[src/ds3_ovh_pkg.sv]
package ds3_ovh_pkg;

  localparam int ADDR_W = 6;
  localparam int DATA_W = 8;

  // Register offsets
  localparam logic [5:0] TX_FIFO_STATUS_OFS = 6'h1a;
  localparam logic [5:0] FRAME_ERR_CNT_OFS  = 6'h1b;
  localparam logic [5:0] FEAC_TX_OFS        = 6'h1c;
  localparam logic [5:0] INT_STATUS_OFS     = 6'h30;
  localparam logic [5:0] INT_ENABLE_OFS     = 6'h31;
  localparam logic [5:0] INT_CLEAR_OFS      = 6'h32;
  localparam logic [5:0] HIGH_BYTE_CAP_OFS  = 6'h3e;

  // Field positions
  localparam int FIFO_STATE_LSB = 1;
  localparam int START_DONE_BIT = 7;
  localparam int CONT_BIT       = 6;
  localparam int CODE_W         = 6;

  // Interrupt status bits
  localparam int IRQ_OVERFLOW   = 0;
  localparam int IRQ_UNDERFLOW  = 1;
  localparam int IRQ_FEAC_DONE  = 2;
  localparam int IRQ_CNT_SAT    = 3;
  localparam int IRQ_N          = 4;

  // Transmit FIFO state encodings
  localparam logic [1:0] FS_HALF_OR_MORE = 2'h0;
  localparam logic [1:0] FS_BELOW_HALF   = 2'h1;
  localparam logic [1:0] FS_OVERFLOW     = 2'h2;
  localparam logic [1:0] FS_UNDERFLOW    = 2'h3;

  localparam int         CNT_W        = 16;
  localparam logic [7:0] RESET_BYTE   = 8'h00;
  localparam int         FEAC_REPEATS = 10;
  localparam int         FEAC_WORD_W  = 16;

  typedef struct packed {
    logic half_or_more;
    logic full;
    logic wr_attempt;
    logic ran_empty;
    logic end_of_message_flag;
  } tx_fifo_ev_s;

  typedef struct packed {
    logic f_err;
    logic m_err;
    logic los;
    logic oof;
  } line_err_s;

  // Zero, code bits in field order, zero, eight ones; bit 0 goes first
  function automatic logic [15:0] feac_word(input logic [5:0] code);
    feac_word = {8'hff, 1'b0, code, 1'b0};
  endfunction

endpackage

[src/sat_err_counter.sv]
`timescale 1ns/1ps
module sat_err_counter #(
  parameter int W = ds3_ovh_pkg::CNT_W
) (
  input  wire logic         clk,
  input  wire logic         rst_n,
  input  wire logic         narrow,
  input  wire logic [1:0]   inc,
  input  wire logic         clr,
  output logic      [W-1:0] count
);
  import ds3_ovh_pkg::*;

  logic [W-1:0] cnt_ff;
  logic [W-1:0] nxt_cnt;
  logic [W:0]   sum;
  logic [W-1:0] max_val;
  logic [W-1:0] base;

  assign max_val = narrow ? W'(8'hff) : {W{1'b1}};
  // A read clears, but errors of the read cycle are kept
  assign base    = clr ? '0 : cnt_ff;
  assign sum     = {1'b0, base} + {{(W-1){1'b0}}, inc};
  // Clamp only on an increment, so an idle or inhibited counter holds
  assign nxt_cnt = (inc == 2'h0) ? base :
                   (sum > {1'b0, max_val}) ? max_val : sum[W-1:0];

  always_ff @(posedge clk or negedge rst_n) begin
    if (!rst_n) begin
      cnt_ff <= '0;
    end else begin
      cnt_ff <= nxt_cnt;
    end
  end

  assign count = cnt_ff;

endmodule

[src/feac_sender.sv]
`timescale 1ns/1ps
module feac_sender (
  input  wire logic       clk,
  input  wire logic       rst_n,
  input  wire logic       start,
  input  wire logic       cont,
  input  wire logic [5:0] code,
  input  wire logic       stop,
  input  wire logic       slot,
  output logic            busy,
  output logic            tx_bit,
  output logic            done
);
  import ds3_ovh_pkg::*;

  logic [15:0] word_ff;
  logic [3:0]  idx_ff;
  logic [3:0]  rep_ff;
  logic        cont_ff;
  logic        stop_ff;
  logic        busy_ff;
  logic        bit_ff;
  logic        done_ff;
  wire         last_bit = (idx_ff == 4'hf);
  wire         last_rep = (rep_ff == 4'(FEAC_REPEATS - 1));
  wire         finish   = slot && busy_ff && last_bit &&
                          (stop_ff || (!cont_ff && last_rep));

  always_ff @(posedge clk or negedge rst_n) begin
    if (!rst_n) begin
      word_ff <= '0;
      idx_ff  <= '0;
      rep_ff  <= '0;
      cont_ff <= 1'b0;
      stop_ff <= 1'b0;
      busy_ff <= 1'b0;
      bit_ff  <= 1'b1;
      done_ff <= 1'b0;
    end else begin
      done_ff <= finish;
      if (start && !busy_ff) begin
        // Private copy: later field writes leave the word alone
        word_ff <= feac_word(code);
        cont_ff <= cont;
        idx_ff  <= '0;
        rep_ff  <= '0;
        stop_ff <= 1'b0;
        busy_ff <= 1'b1;
      end else begin
        if (stop && busy_ff && cont_ff) begin
          stop_ff <= 1'b1;
        end
        if (slot) begin
          bit_ff <= busy_ff ? word_ff[idx_ff] : 1'b1;
          if (busy_ff) begin
            idx_ff <= idx_ff + 4'h1;
            if (last_bit) begin
              rep_ff <= last_rep ? rep_ff : rep_ff + 4'h1;
            end
            if (finish) begin
              busy_ff <= 1'b0;
            end
          end
        end
      end
    end
  end

  assign busy   = busy_ff;
  assign tx_bit = bit_ff;
  assign done   = done_ff;

  property p_feac_ten_end;
    @(posedge clk) disable iff (!rst_n)
      (slot && busy_ff && last_bit && !cont_ff && last_rep
       && !start) |=> !busy_ff;
  endproperty
  a_feac_ten_end: assert property (p_feac_ten_end)
    else $error("ten-times send did not end after tenth word");

  property p_feac_order;
    @(posedge clk) disable iff (!rst_n)
      (slot && busy_ff && !start && idx_ff == 4'h1) |=>
        tx_bit == $past(word_ff[1]);
  endproperty
  a_feac_order: assert property (p_feac_order)
    else $error("first code bit not sent in field order");

endmodule

[src/ds3_overhead_status_regs.sv]
// Strobed register access is this design's own decision.
`timescale 1ns/1ps
// What this block does
// - Tx FIFO state reads 00 at half full or more, 01 below half.
// - Tx FIFO state reads 10 after a write into a full FIFO.
// - Tx FIFO state reads 11 on underflow without end-of-message flag.
// - Both FIFO state bits change together in one clock.
// - Count F and M bit errors since last read, saturating.
// - Error counter holds during loss of signal or out of frame.
// - Reading the error counter clears it.
// - Compat pin low: 16-bit counter, low byte at its own address.
// - 16-bit mode: low byte read captures high byte for later read.
// - Compat pin high: counter is 8 bits wide.
// - Writing bit 7 high starts FEAC word transmission.
// - Bit 7 falls to report FEAC transmission done.
// - Bit 6 picks continuous sending or exactly ten words.
// - Bits 5-0 carry the code, sent in field order.
// - Ten-times mode clears bit 7 after the tenth word.
// - Bit 7 high with bit 6 low ends continuous sending.
module ds3_overhead_status_regs (
  input  wire logic                     clk,
  input  wire logic                     rst_n,
  input  wire logic [5:0]               addr,
  input  wire logic [7:0]               wr_data,
  input  wire logic                     wr_en,
  input  wire logic                     rd_en,
  output logic      [7:0]               rd_data,
  output logic                          irq,
  input  wire ds3_ovh_pkg::tx_fifo_ev_s fifo_ev,
  input  wire ds3_ovh_pkg::line_err_s   line_err,
  input  wire logic                     legacy_compat_select_pin,
  input  wire logic                     c3_bit_slot,
  output logic                          feac_tx_bit
);
  import ds3_ovh_pkg::*;

  // Compat pin synchroniser
  logic compat_meta_ff;
  logic compat_ff;

  always_ff @(posedge clk or negedge rst_n) begin
    if (!rst_n) begin
      compat_meta_ff <= 1'b0;
      compat_ff      <= 1'b0;
    end else begin
      compat_meta_ff <= legacy_compat_select_pin;
      compat_ff      <= compat_meta_ff;
    end
  end

  // Address decode
  wire sel_fifo = (addr == TX_FIFO_STATUS_OFS);
  wire sel_cnt  = (addr == FRAME_ERR_CNT_OFS);
  wire sel_feac = (addr == FEAC_TX_OFS);
  wire sel_ists = (addr == INT_STATUS_OFS);
  wire sel_ien  = (addr == INT_ENABLE_OFS);
  wire sel_iclr = (addr == INT_CLEAR_OFS);
  wire sel_cap  = (addr == HIGH_BYTE_CAP_OFS);

  wire rd_fifo  = rd_en && sel_fifo;
  wire rd_cnt   = rd_en && sel_cnt;
  wire wr_feac  = wr_en && sel_feac;
  wire wr_ien   = wr_en && sel_ien;
  wire wr_iclr  = wr_en && sel_iclr;

  // Transmit FIFO state
  logic [1:0] fifo_state_ff;
  logic [1:0] nxt_fifo_state;
  logic [1:0] fifo_err_ff;
  logic [1:0] nxt_fifo_err;
  logic [1:0] level_code;

  wire ovf_ev = fifo_ev.wr_attempt && fifo_ev.full;
  wire udf_ev = fifo_ev.ran_empty &&
                !fifo_ev.end_of_message_flag;

  assign level_code = fifo_ev.half_or_more ?
                      FS_HALF_OR_MORE : FS_BELOW_HALF;

  // Error codes stay until read; a new event beats the read
  assign nxt_fifo_err = ovf_ev ? FS_OVERFLOW :
                        udf_ev ? FS_UNDERFLOW :
                        rd_fifo ? 2'h0 : fifo_err_ff;

  assign nxt_fifo_state = (nxt_fifo_err != 2'h0) ?
                          nxt_fifo_err : level_code;

  always_ff @(posedge clk or negedge rst_n) begin
    if (!rst_n) begin
      fifo_err_ff   <= 2'h0;
      fifo_state_ff <= FS_BELOW_HALF;
    end else begin
      fifo_err_ff   <= nxt_fifo_err;
      fifo_state_ff <= nxt_fifo_state;
    end
  end

  // Framing and multiframe bit error counter
  logic [CNT_W-1:0] err_count;
  logic [1:0]       err_inc;
  logic [7:0]       cap_ff;
  logic [7:0]       nxt_cap;
  wire              cnt_inhibit = line_err.los || line_err.oof;
  wire [CNT_W-1:0]  cnt_max = compat_ff ? CNT_W'(8'hff)
                                        : {CNT_W{1'b1}};

  assign err_inc = cnt_inhibit ? 2'h0 :
                   2'({1'b0, line_err.f_err} +
                      {1'b0, line_err.m_err});

  sat_err_counter #(
    .W (CNT_W)
  ) u_err_cnt (
    .clk    (clk),
    .rst_n  (rst_n),
    .narrow (compat_ff),
    .inc    (err_inc),
    .clr    (rd_cnt),
    .count  (err_count)
  );

  assign nxt_cap = (rd_cnt && !compat_ff) ?
                   err_count[15:8] : cap_ff;

  always_ff @(posedge clk or negedge rst_n) begin
    if (!rst_n) begin
      cap_ff <= RESET_BYTE;
    end else begin
      cap_ff <= nxt_cap;
    end
  end

  wire cnt_sat_ev = (err_inc != 2'h0) &&
                    ((err_count == cnt_max) ||
                     ({1'b0, err_count} + 17'(err_inc) >
                      {1'b0, cnt_max}));

  // Transmit FEAC register
  logic       feac_cont_ff;
  logic [5:0] feac_code_ff;
  logic       feac_busy;
  logic       feac_done;

  wire feac_cmd  = wr_feac && wr_data[START_DONE_BIT];
  wire feac_go   = feac_cmd && !feac_busy;
  wire feac_stop = feac_cmd && feac_busy &&
                   !wr_data[CONT_BIT];

  always_ff @(posedge clk or negedge rst_n) begin
    if (!rst_n) begin
      feac_cont_ff <= 1'b0;
      feac_code_ff <= '0;
    end else if (wr_feac && !feac_busy) begin
      feac_cont_ff <= wr_data[CONT_BIT];
      feac_code_ff <= wr_data[CODE_W-1:0];
    end
  end

  // Code is only reloaded while idle, which covers stray new starts
  feac_sender u_feac (
    .clk    (clk),
    .rst_n  (rst_n),
    .start  (feac_go),
    .cont   (wr_data[CONT_BIT]),
    .code   (wr_data[CODE_W-1:0]),
    .stop   (feac_stop),
    .slot   (c3_bit_slot),
    .busy   (feac_busy),
    .tx_bit (feac_tx_bit),
    .done   (feac_done)
  );

  // Interrupt status, enable and clear
  logic [IRQ_N-1:0] int_sts_ff;
  logic [IRQ_N-1:0] nxt_int_sts;
  logic [IRQ_N-1:0] int_en_ff;
  logic [IRQ_N-1:0] int_set;
  logic [IRQ_N-1:0] int_clr;
  logic             irq_ff;

  assign int_set[IRQ_OVERFLOW]  = ovf_ev;
  assign int_set[IRQ_UNDERFLOW] = udf_ev;
  assign int_set[IRQ_FEAC_DONE] = feac_done;
  assign int_set[IRQ_CNT_SAT]   = cnt_sat_ev;

  assign int_clr     = wr_iclr ? wr_data[IRQ_N-1:0] : '0;
  assign nxt_int_sts = (int_sts_ff & ~int_clr) | int_set;

  always_ff @(posedge clk or negedge rst_n) begin
    if (!rst_n) begin
      int_sts_ff <= '0;
      int_en_ff  <= '0;
      irq_ff     <= 1'b0;
    end else begin
      int_sts_ff <= nxt_int_sts;
      irq_ff     <= |(nxt_int_sts & int_en_ff);
      if (wr_ien) begin
        int_en_ff <= wr_data[IRQ_N-1:0];
      end
    end
  end

  assign irq = irq_ff;

  // Read mux; unmapped addresses read zero
  logic [7:0] rd_mux;
  logic [7:0] rd_data_ff;

  assign rd_mux =
    sel_fifo ? 8'({fifo_state_ff, 1'b0}) :
    sel_cnt  ? err_count[7:0] :
    sel_feac ? {feac_busy, feac_cont_ff, feac_code_ff} :
    sel_ists ? 8'(int_sts_ff) :
    sel_ien  ? 8'(int_en_ff) :
    sel_cap  ? cap_ff :
    8'h00;

  always_ff @(posedge clk or negedge rst_n) begin
    if (!rst_n) begin
      rd_data_ff <= 8'h00;
    end else if (rd_en) begin
      rd_data_ff <= rd_mux;
    end else begin
      rd_data_ff <= 8'h00;
    end
  end

  assign rd_data = rd_data_ff;

  property p_fifo_half;
    @(posedge clk) disable iff (!rst_n)
      (!ovf_ev && !udf_ev && fifo_err_ff == 2'h0 &&
       fifo_ev.half_or_more) |=> fifo_state_ff == 2'h0;
  endproperty
  a_fifo_half: assert property (p_fifo_half)
    else $error("fifo state not 00 at half full");

  property p_fifo_low;
    @(posedge clk) disable iff (!rst_n)
      (!ovf_ev && !udf_ev && (fifo_err_ff == 2'h0 || rd_fifo) &&
       !fifo_ev.half_or_more) |=> fifo_state_ff == 2'h1;
  endproperty
  a_fifo_low: assert property (p_fifo_low)
    else $error("fifo state not 01 below half");

  property p_fifo_ovf;
    @(posedge clk) disable iff (!rst_n)
      (fifo_ev.wr_attempt && fifo_ev.full) |=>
        fifo_state_ff == 2'h2 [*1] ##1
        (fifo_state_ff == 2'h2 || $past(rd_fifo) ||
         $past(udf_ev) || $past(ovf_ev));
  endproperty
  a_fifo_ovf: assert property (p_fifo_ovf)
    else $error("overflow code 10 not reported");

  property p_fifo_udf;
    @(posedge clk) disable iff (!rst_n)
      (fifo_ev.ran_empty && !ovf_ev) |=>
        (fifo_state_ff == 2'h3) ==
        !$past(fifo_ev.end_of_message_flag) ||
        $past(fifo_err_ff) != 2'h0;
  endproperty
  a_fifo_udf: assert property (p_fifo_udf)
    else $error("underflow code wrong for end-of-message");

  property p_fifo_onestep;
    @(posedge clk) disable iff (!rst_n)
      $changed(fifo_state_ff) |->
        fifo_state_ff == $past(nxt_fifo_state);
  endproperty
  a_fifo_onestep: assert property (p_fifo_onestep)
    else $error("fifo state bits split");

  property p_cnt_inhibit;
    @(posedge clk) disable iff (!rst_n)
      (cnt_inhibit && !rd_cnt) |=> $stable(err_count);
  endproperty
  a_cnt_inhibit: assert property (p_cnt_inhibit)
    else $error("counter moved during los or oof");

  property p_cnt_clear;
    @(posedge clk) disable iff (!rst_n)
      (rd_cnt && err_inc == 2'h0) |=> err_count == '0;
  endproperty
  a_cnt_clear: assert property (p_cnt_clear)
    else $error("counter not cleared by read");

  property p_cnt_sat;
    @(posedge clk) disable iff (!rst_n)
      (err_count == cnt_max && !rd_cnt && $stable(compat_ff))
        |=> err_count == $past(cnt_max);
  endproperty
  a_cnt_sat: assert property (p_cnt_sat)
    else $error("counter wrapped past maximum");

  property p_cnt_narrow;
    @(posedge clk) disable iff (!rst_n)
      (compat_ff && $past(compat_ff) && $past(rd_cnt)) |->
        err_count[15:8] == 8'h00;
  endproperty
  a_cnt_narrow: assert property (p_cnt_narrow)
    else $error("8-bit counter exceeded a byte");

  property p_cap_hi;
    @(posedge clk) disable iff (!rst_n)
      (rd_cnt && !compat_ff) |=> cap_ff == $past(err_count[15:8]);
  endproperty
  a_cap_hi: assert property (p_cap_hi)
    else $error("high byte not captured on low byte read");

  property p_feac_start;
    @(posedge clk) disable iff (!rst_n)
      feac_go |=> feac_busy;
  endproperty
  a_feac_start: assert property (p_feac_start)
    else $error("start flag write did not start sender");

  property p_feac_done;
    @(posedge clk) disable iff (!rst_n)
      $fell(feac_busy) |-> ##1 (int_sts_ff[IRQ_FEAC_DONE]);
  endproperty
  a_feac_done: assert property (p_feac_done)
    else $error("completion not flagged when bit 7 fell");

  property p_rd_timing;
    @(posedge clk) disable iff (!rst_n)
      (rd_en && sel_feac) |=>
        rd_data[7] == $past(feac_busy);
  endproperty
  a_rd_timing: assert property (p_rd_timing)
    else $error("bit 7 read does not show sender state");

endmodule

[config.mk]
export PLATFORM = sky130hd
export DESIGN_NAME = ds3_overhead_status_regs
export DESIGN_NICKNAME = d
export VERILOG_FILES = /design/src/ds3_ovh_pkg.sv /design/src/sat_err_counter.sv /design/src/feac_sender.sv /design/src/ds3_overhead_status_regs.sv
export SDC_FILE = /design/constraint.sdc
export NUM_CORES = 1
export LEC_CHECK = 0
export BUFFER_PORTS_ARGS = -buffer_cell sky130_fd_sc_hd__buf_2
export CORE_MARGIN = 2
export CORE_UTILIZATION = 37
export DETAILED_ROUTE_END_ITERATION = 6
export PLACE_DENSITY_LB_ADDON = 0.3
export SYNTH_ARGS = -nofsm -noshare
export SYNTH_HDL_FRONTEND = slang
export SYNTH_SLANG_ARGS = --single-unit
[constraint.sdc]
create_clock -name clk -period 5.5 [get_ports clk]
set_input_delay 1.1 -clock clk [delete_from_list [all_inputs] [get_ports clk]]
set_output_delay 1.1 -clock clk [all_outputs]
set_load 0.02 [all_outputs]
After elaboration in Yosys (flattened, before gate mapping)
Index checks and enable logic that the tools add are counted.
{ "word_totals": {"regBits": 74, "latchBits": 0, "ram_bits": 0, "rom_bits": 0, "out_inout_bits": 10, "elab_cells": 119, "mem_count": 0} }
{ "classes": {"addsub": 5, "multipliers": 0, "div_mod_pow": 0, "order_cmp": 3, "eq_ne": 11, "n_shift": 0, "mux": 35, "n_bitwise": 5, "reduce_logical": 40} }
{ "op_table": {"columns": ["op", "count"], "rows": [
  ["$mux 16", 4],
  ["$mux 8", 7],
  ["$mux 4", 9],
  ["$add 16x2->17", 2],
  ["$gt 17x16->1", 2],
  ["$eq 6x6->1 const B", 4],
  ["$logic_and 1x1->1", 21],
  ["$eq 6x5->1 const B", 3],
  ["$eq 16x16->1", 1],
  ["$reduce_bool 2->1", 6],
  ["$mux 2", 5],
  ["$mux 1", 9],
  ["$add 4x1->4 const B", 2],
  ["$and 4x4->4", 2],
  ["$eq 4x4->1 const B", 2],
  ["$logic_not 1->1", 5],
  ["$lt 4x5->1 const B", 1],
  ["$bmux 1 s4", 1],
  ["$not 4->4", 1],
  ["$or 4x4->4", 1],
  ["$reduce_and 2->1", 2],
  ["$reduce_and 4->1", 1],
  ["$reduce_or 4->1", 1],
  ["$logic_or 1x1->1", 3],
  ["4 further kinds", 4]
]} }

Longest topological paths before layout
Gate-level depths: netlist (run 1).
{ "logic_depth": {"ltp_word": 9, "depth_mapped": 20} }

Modules after synthesis
A second synthesis (run 1) with hierarchy kept.
{ "hier_totals": {"hier_cells": 446, "area_unflattened_um2": 4699.5} }
{ "by_module_without_submodules": {"columns": ["mod", "n_inst", "cells_per_inst", "area_each_um2", "seq_area_each_um2"], "rows": [
  ["ds3_overhead_status_regs", 1, 197, 2259.7, 952.2],
  ["sat_err_counter", 1, 168, 1463.9, 400.4],
  ["feac_sender", 1, 81, 975.9, 501.7]
]} }

Worst setup path after synthesis (run 1)
OpenSTA, ideal clock, no wires.
{ "synth_path": {"kind": "input port to flip-flop", "from": "input port addr[0]", "to": "register u_err_cnt.cnt_ff[0], in the netlist u_err_cnt.count[0]", "setup_ns": 0.124, "arrival_time_ns": 4.819, "required_ns": 5.376, "slack_ns": 0.557, "stages": 19, "cell_sequence": "clkbuf_1 -> nand2_1 -> nor2_1 -> nand2_1 -> nand2_1 -> xnor2_1 -> ha_1 -> o2111ai_1 -> nor2_1 -> xor2_1 -> and2_1 -> ha_1 -> nand4_1 -> or3_1 -> nor4_1 -> o2111ai_1 -> o21a_1 -> buf_6 -> o31a_1"} }
{ "synth_via": {"elab_chain_len": 7} }
{ "synth_lines": {"columns": ["element", "line_no", "rtl"], "rows": [
  ["start, declared", "ds3_overhead_status_regs.sv:23", "input wire logic [5:0] addr,"],
  ["$eq 6x5->1 *", "ds3_overhead_status_regs.sv:53", "wire sel_cnt = (addr == FRAME_ERR_CNT_OFS);"],
  ["$logic_and 1x1->1 *", "ds3_overhead_status_regs.sv:61", "wire rd_cnt = rd_en && sel_cnt;"],
  ["$mux 16 *", "sat_err_counter.sv:22", "assign base = clr ? '0 : cnt_ff;"],
  ["$add 16x2->17", "sat_err_counter.sv:23", "assign sum = {1'b0, base} + {{(W-1){1'b0}}, inc};"],
  ["$gt 17x16->1", "sat_err_counter.sv:26", "(sum > {1'b0, max_val}) ? max_val : sum[W-1:0];"],
  ["$mux 16", "sat_err_counter.sv:26", null],
  ["$mux 16 *", "sat_err_counter.sv:25", "assign nxt_cnt = (inc == 2'h0) ? base :"],
  ["named net u_err_cnt.nxt_cnt[0]", "sat_err_counter.sv:15", "logic [W-1:0] nxt_cnt;"],
  ["end signal, assigned", "sat_err_counter.sv:32", "cnt_ff <= nxt_cnt;"],
  ["end, declared", "sat_err_counter.sv:14", "logic [W-1:0] cnt_ff;"]
]} }
The timed path passes the listed nets; every way through them passes the cells marked *.
A chain may end at the register's enable or synchronous reset.

Final worst setup path (run 1)
{ "layout_path": {"from": "input port addr[5]", "to": "register u_err_cnt.cnt_ff[2], in the netlist u_err_cnt.count[2]"} }
Same word-level chain as after synthesis.

==> results of run 1 <==
-- sequential cells by signal, indices dropped and copies added, names as in the netlist --
register and flops:
irq 1, u_feac.busy 1, u_feac.idx_ff 4, u_feac.cont_ff 1
u_feac.stop_ff 1, u_feac.rep_ff 4, u_err_cnt.count 16, fifo_err_ff 2
compat_ff 1, cap_ff 8, int_en_ff 4, u_feac.tx_bit 1
rd_data 8, u_feac.word_ff 7, u_feac.done 1, feac_cont_ff 1
feac_code_ff 6, fifo_state_ff 2, int_sts_ff 4, compat_meta_ff 1
-- cells in the mapped netlist, types with 3 or more instances --
| library cell | n |
|---|---|
| a31oi_1 | 3 |
| and3_1 | 3 |
| a221oi_1 | 8 |
| nor3_1 | 10 |
| inv_1 | 14 |
| nand2_1 | 52 |
| o21a_1 | 4 |
| dfrtp_1 | 72 |
| nor4_1 | 6 |
| o211ai_1 | 6 |
| o21ai_0 | 12 |
| a22oi_1 | 3 |
| ha_1 | 24 |
| a21o_1 | 9 |
| a22o_1 | 4 |
| xor2_1 | 10 |
| o21bai_1 | 3 |
| o31a_1 | 3 |
| a221o_1 | 4 |
| nor3b_1 | 3 |
| nor2_1 | 33 |
| nor2b_1 | 6 |
| mux2_2 | 23 |
| a222oi_1 | 4 |
| clkbuf_1 | 18 |
| and4_1 | 3 |
| a21oi_1 | 17 |
| nand2b_1 | 5 |
| nand3_1 | 30 |
| and2_1 | 8 |
| nand4_1 | 10 |
| xnor2_1 | 17 |
| mux2i_1 | 3 |
-- layer usage --
| layer | vias to the layer above | global-route usage | wire (µm) | part of all wire |
|---|---|---|---|---|
| met5 | - | 0 | 0 | 0 |
| met4 | 0 | 0.0813 | 263 | 0.024 |
| met3 | 17 | 0.0187 | 450 | 0.041 |
| met2 | 103 | 0.287 | 5050 | 0.46 |
| met1 | 1741 | 0.263 | 5250 | 0.48 |
| li1 | 1748 | - | - | - |
-- path summary, 6_finish.rpt --
kind / from / end / slack (ns) / depth (start not counted)
max reg2reg: u_err_cnt.count[1] / u_err_cnt.count[2] / 1.40 / 14
max: addr[5] / u_err_cnt.count[2] / 0.48 / 17
max in group asynchronous: rst_n / u_err_cnt.count[14] / 3.98 / 1
min reg2reg: compat_meta_ff / compat_ff / 0.36 / 0
min: compat_meta_ff / compat_ff / 0.36 / 0
min in group asynchronous: rst_n / u_err_cnt.count[8] / 0.90 / 1
-- layout make-up --
type | instances | area share
Inverter | 15 | 0.0112
Multi-Input combinational cell | 348 | 0.478
Tap cell | 143 | 0.0355
Clock buffer | 11 | 0.0482
Timing Repair Buffer | 45 | 0.0487
Clock inverter | 4 | 0.0102
Sequential cell | 74 | 0.368
-- per-stage QoR --
step                 util  total power, W  cell area, µm²
global placement    0.412         0.00128            4740
global route        0.437         0.00200            5040
CTS                 0.437         0.00189            5040
detailed placement  0.412         0.00130            4740
floorplan               -         0.00113            4410
finish              0.437         0.00188            5040
-- logic make-up after synthesis --
logic type	after synthesis
and+or+nand+nor	179
AOI/OAI and AO/OA	91
DFF	74
buffers and inverters	38
xor gates and xnor gates	27
muxes	26
adders and majority gates	25
-- power groups by stage --
stage          Sequential [W]  Clock, W  Combinational [W]
2_1_floorplan        0.000699         0           0.000435
3_3_place_gp         0.000790         0           0.000488
3_5_place_dp         0.000794         0           0.000501
4_1_cts              0.000785  0.000601           0.000505
5_1_grt              0.000804  0.000626           0.000572
6_report             0.000789  0.000585           0.000504
==> reports/summary.txt, run 1 <==
status: finished, violations left
violated checks: design-rule violations
mux cell area share after synthesis: 0.0656
Adder-Cell Fraction of Synth Area: 0.0704
CTS Sinks: 74
Placed Instances: 625
Synth Warn #: 0
Root Buffer: clkbuf_16
CTS tree: done
Net Switching: 0.000657 W
Synth async-reset ratio: 1.00
Rows: 39
critical path peak fanout: 13
worst path bufs/invs: 1
register bit total from synthesis: 74
Crit. End Element: register
Top Family by Delay on Critical Path: simple AND/OR/NAND/NOR gates
WL/cell: 17.2 µm
Core ar.: 0.0115 mm²
critical-path cell list: buf_2 > nand4bb_1 > nor2_1 > nor2b_1 > ha_1 > ha_1 > o2111ai_1 > nor2_1 > xor2_1 > and2_1 > ha_1 > nand4_1 > or3_1 > nor4_1 > o2111ai_1 > o21a_1 > a221o_1
largest family of logic cells by synthesized area: simple AND/OR/NAND/NOR gates
pwr dens: 373 mW/mm²
VDD IR-drop max: 0.155 mV
period utilisation layout: 0.912
worst slack, placed: 0.209 ns
hold slack final: 0.355 ns
Crit-path slowest cell: o2111ai_1
XOR/XNOR share of the synthesized area: 0.0536
die extent in x: 113 µm
Post-Syn Nets: 513
GP Congestion: 0.921
Layout area overhead: 14.2%
commonest non-fill, non-tap cell in the layout: dfrtp_1
CTS buffer count: 9
Seq. cell area: 0.00185 mm²
GRT overflow: 0
distinct cell type count after synthesis: 55
top cells by area, synth: dfrtp_1 (41%), ha_1 (6.8%), mux2_2 (5.9%), nand2_1 (4.4%), nand3_1 (3.4%)
RSZ-0062 raised after global routing: false
Final TNS setup: 0 ns
Post-Route Skew: 0.00541 ns
first-pass GRT wire length: 18.6 mm
final setup fails: 0
post-DP HPWL: 8.15 mm
switching part of the total: 0.350
Reg power frac: 0.420
Comb power frac: 0.268
Int Pwr: 0.00122 W
DR pass1 iterations: 7
Hold Buf Count CTS: 0
Post-synth EDFFs: 0
Vias: 3609
initial core utilization: 0.383
DRT Wirelength: 11.0 mm
post-route ant nets: 0
Final min period: 5.02 ns
# DRC: 1
slew margin rel.: 0.243
Syn Std Cell Area: 0.00441 mm²
Final Max Tran Viols: 0
post-synth top area share: 0.409
Cell Count, Final, Fillers Out: 640
clk slew on worst S/H paths: 0.06 ns
CP dominant cell by count: ha_1
post-CTS resize count: 0
Final Hold Violating Endpoints: 0
Leakage: 2.31 nW
die area: 0.0128 mm²
Post-Synth Simple-Gate Area: 0.204
Synth Area in Compound Gates: 0.151
Peak Freq: 199 MHz
Clk pwr share: 0.311
commonest cells after routing, fill and taps aside: dfrtp_1 (72), nand2_1 (52), buf_2 (37), nor2_1 (33), nand3_1 (30)
worst endpoint required time: 5.72 ns
CTS HTree Levels: 3
HP Class: register to register
layout cells sized above 1: 0.179
Filler cells: 1130
Die Ht: 113 µm
Post-Syn Area per Cell: 9.58 µm²
later-pin clock latency in the skew report: 0.33 ns
area leader, netlist: dfrtp_1
Post CTS Setup Buffer Count: 0
Critical Path AT: 5.24 ns
WS Path Type: input pin to register
Critical Path Source Type: input pin
Setup WS post-layout: 0.482 ns
Top Ports: 39
final net count: 546
Seq/Total Area, Yosys: 0.421
initial antenna violation count: 0
# diodes: 0
CTS Buffer Depth: 2
worst slew pin tran: 1.13 ns
pin count of the biggest net entering global routing: 75
Multi-input gate area: 0.00241 mm²
vias in the first global route: 3612
Post-synth top flop: dfrtp_1
1st-iter DRT viols: 232
Mapped Cells: 460
Port Buffer Count: 38
critical path's largest stage delay: 0.46 ns
gr usage total: 0.185
vias per cell: 5.64
max_cap viols: 0
Note: power is estimated with default switching activity, not from simulation.
==> run 2: changes to the inputs <==
==> constraint.sdc (replaced) <==
create_clock -name clk -period 4.6 [get_ports clk]
set_input_delay 0.92 -clock clk [delete_from_list [all_inputs] [get_ports clk]]
set_output_delay 0.92 -clock clk [all_outputs]
set_load 0.02 [all_outputs]
==> run 2 against run 1 <==
Effect of this change: the flow still finishes with violations (design-rule violations); flip-flop and latch count unchanged; utilization increased by 2.1 points; worst hold slack lost 0.0063 ns; critical path type unchanged; non-clock buffer count grew 30.
==> reports/summary.txt, run 2 (synthesis gave the netlist of run 1 again) <==
status: finished, violations left
violated checks: design-rule violations
Critical Path AT: 4.61 ns
vias in the first global route: 3739
Crit. End Element: register
final setup fails: 0
die extent in x: 113 µm
Peak Freq: 228 MHz
clk slew on worst S/H paths: 0.06 ns
Final Hold Violating Endpoints: 0
1st-iter DRT viols: 262
Vias: 3756
Filler cells: 1125
initial core utilization: 0.383
# diodes: 0
later-pin clock latency in the skew report: 0.33 ns
period utilisation layout: 0.954
Core ar.: 0.0115 mm²
Critical Path Source Type: input pin
layout cells sized above 1: 0.239
Root Buffer: clkbuf_16
post-route ant nets: 0
gr usage total: 0.189
post-DP HPWL: 8.53 mm
critical path peak fanout: 8
Final min period: 4.39 ns
Leakage: 2.45 nW
GRT overflow: 0
total power: 0.00228 W
slew margin rel.: 0.379
DR pass1 iterations: 7
Port Buffer Count: 38
WS Path Type: input pin to register
Final TNS setup: 0 ns
worst slew pin tran: 0.931 ns
pin count of the biggest net entering global routing: 75
first-pass GRT wire length: 19.2 mm
Rows: 39
commonest non-fill, non-tap cell in the layout: dfrtp_1
die area: 0.0128 mm²
Layout area overhead: 19.8%
commonest cells after routing, fill and taps aside: dfrtp_1 (72), nand2_1 (52), buf_4 (38), buf_2 (37), nor2_1 (32)
CTS tree: done
final net count: 576
Top Ports: 39
vias per cell: 5.60
VDD IR-drop max: 0.210 mV
DRT Wirelength: 11.6 mm
Post-Route Skew: 0.00649 ns
max_cap viols: 0
Seq. cell area: 0.00185 mm²
WL/cell: 17.3 µm
Die Ht: 113 µm
Multi-input gate area: 0.00245 mm²
CTS Sinks: 74
Largest register FFs: 16
worst endpoint required time: 4.82 ns
Final Max Tran Viols: 0
GP Congestion: 0.904
CTS HTree Levels: 3
CTS buffer count: 9
CTS Buffer Depth: 2
initial antenna violation count: 0
pwr dens: 431 mW/mm²
# DRC: 1
HP Class: register to register
run 2: what timing repair did:
item | CTS | global route
resized for setup | 0 | 5
setup buffers | 0 | 0
hold buffers | 0 | 0
endpoints found under the setup margin | 0 | 13
run 2: final cells by class:
class	count	area share
multi-input cells	348	0.463
well taps	143	0.0339
flip-flops and latches	74	0.351
repair buffers	75	0.0891
clock buffers	11	0.0460
clock inverters	5	0.00592
inverters	15	0.0107
run 2: final timing paths:
| kind | depth (start not counted) | slack [ns] | startpoint | to |
|---|---|---|---|---|
| worst max-delay path | 17 | 0.21 | addr[5] | u_err_cnt.count[2] |
| worst min-delay path | 0 | 0.35 | compat_meta_ff | compat_ff |
| worst max register to register | 15 | 0.75 | u_err_cnt.count[0] | u_err_cnt.count[2] |
| worst min register to register | 0 | 0.35 | compat_meta_ff | compat_ff |
| max in group asynchronous | 1 | 3.27 | rst_n | rd_data[6] |
| min in group asynchronous | 1 | 0.72 | rst_n | compat_ff |
run 2: report_power, final:
part | internal [W] | leakage [nW] | switching [W]
logic | 0.000331 | 1.37 | 0.000360
registers | 0.000754 | 0.945 | 0.000196
clock network | 0.000377 | 0.135 | 0.000260
run 2: metrics by stage:
| step | util | hold slack [ns] | area (µm²) | instances | worst slack (ns) |
|---|---|---|---|---|---|
| floorplan | - | 0.331 | 4420 | 460 | 0.0409 |
| global placement | 0.432 | 0.335 | 4980 | 655 | -0.105 |
| detailed placement | 0.432 | 0.339 | 4980 | 655 | -0.161 |
| CTS | 0.456 | 0.351 | 5250 | 671 | 0.187 |
| global route | 0.458 | 0.356 | 5280 | 671 | -0.00146 |
| finish | 0.458 | 0.349 | 5280 | 671 | 0.210 |
run 2: layer usage:
layer | GRT usage | wire length [µm] | vias up
li1 | - | - | 1805
met1 | 0.256 | 5340 | 1835
met2 | 0.310 | 5650 | 106
met3 | 0.0311 | 486 | 10
met4 | 0.0642 | 162 | 0
met5 | 0 | 0 | -
run 2: worst max-delay path: stages:
cell and delay (ns):
buf_2 0.10, nand4bb_2 0.32, nor2_1 0.20, nor2b_1 0.09, ha_1 0.22, ha_1 0.24, o2111ai_4 0.25, nor2_1 0.08
xor2_1 0.15, and2_1 0.18, ha_1 0.30, nand4_1 0.12, or3_1 0.40, nor4_2 0.21, o2111ai_1 0.20, o21a_2 0.29
a221o_1 0.35
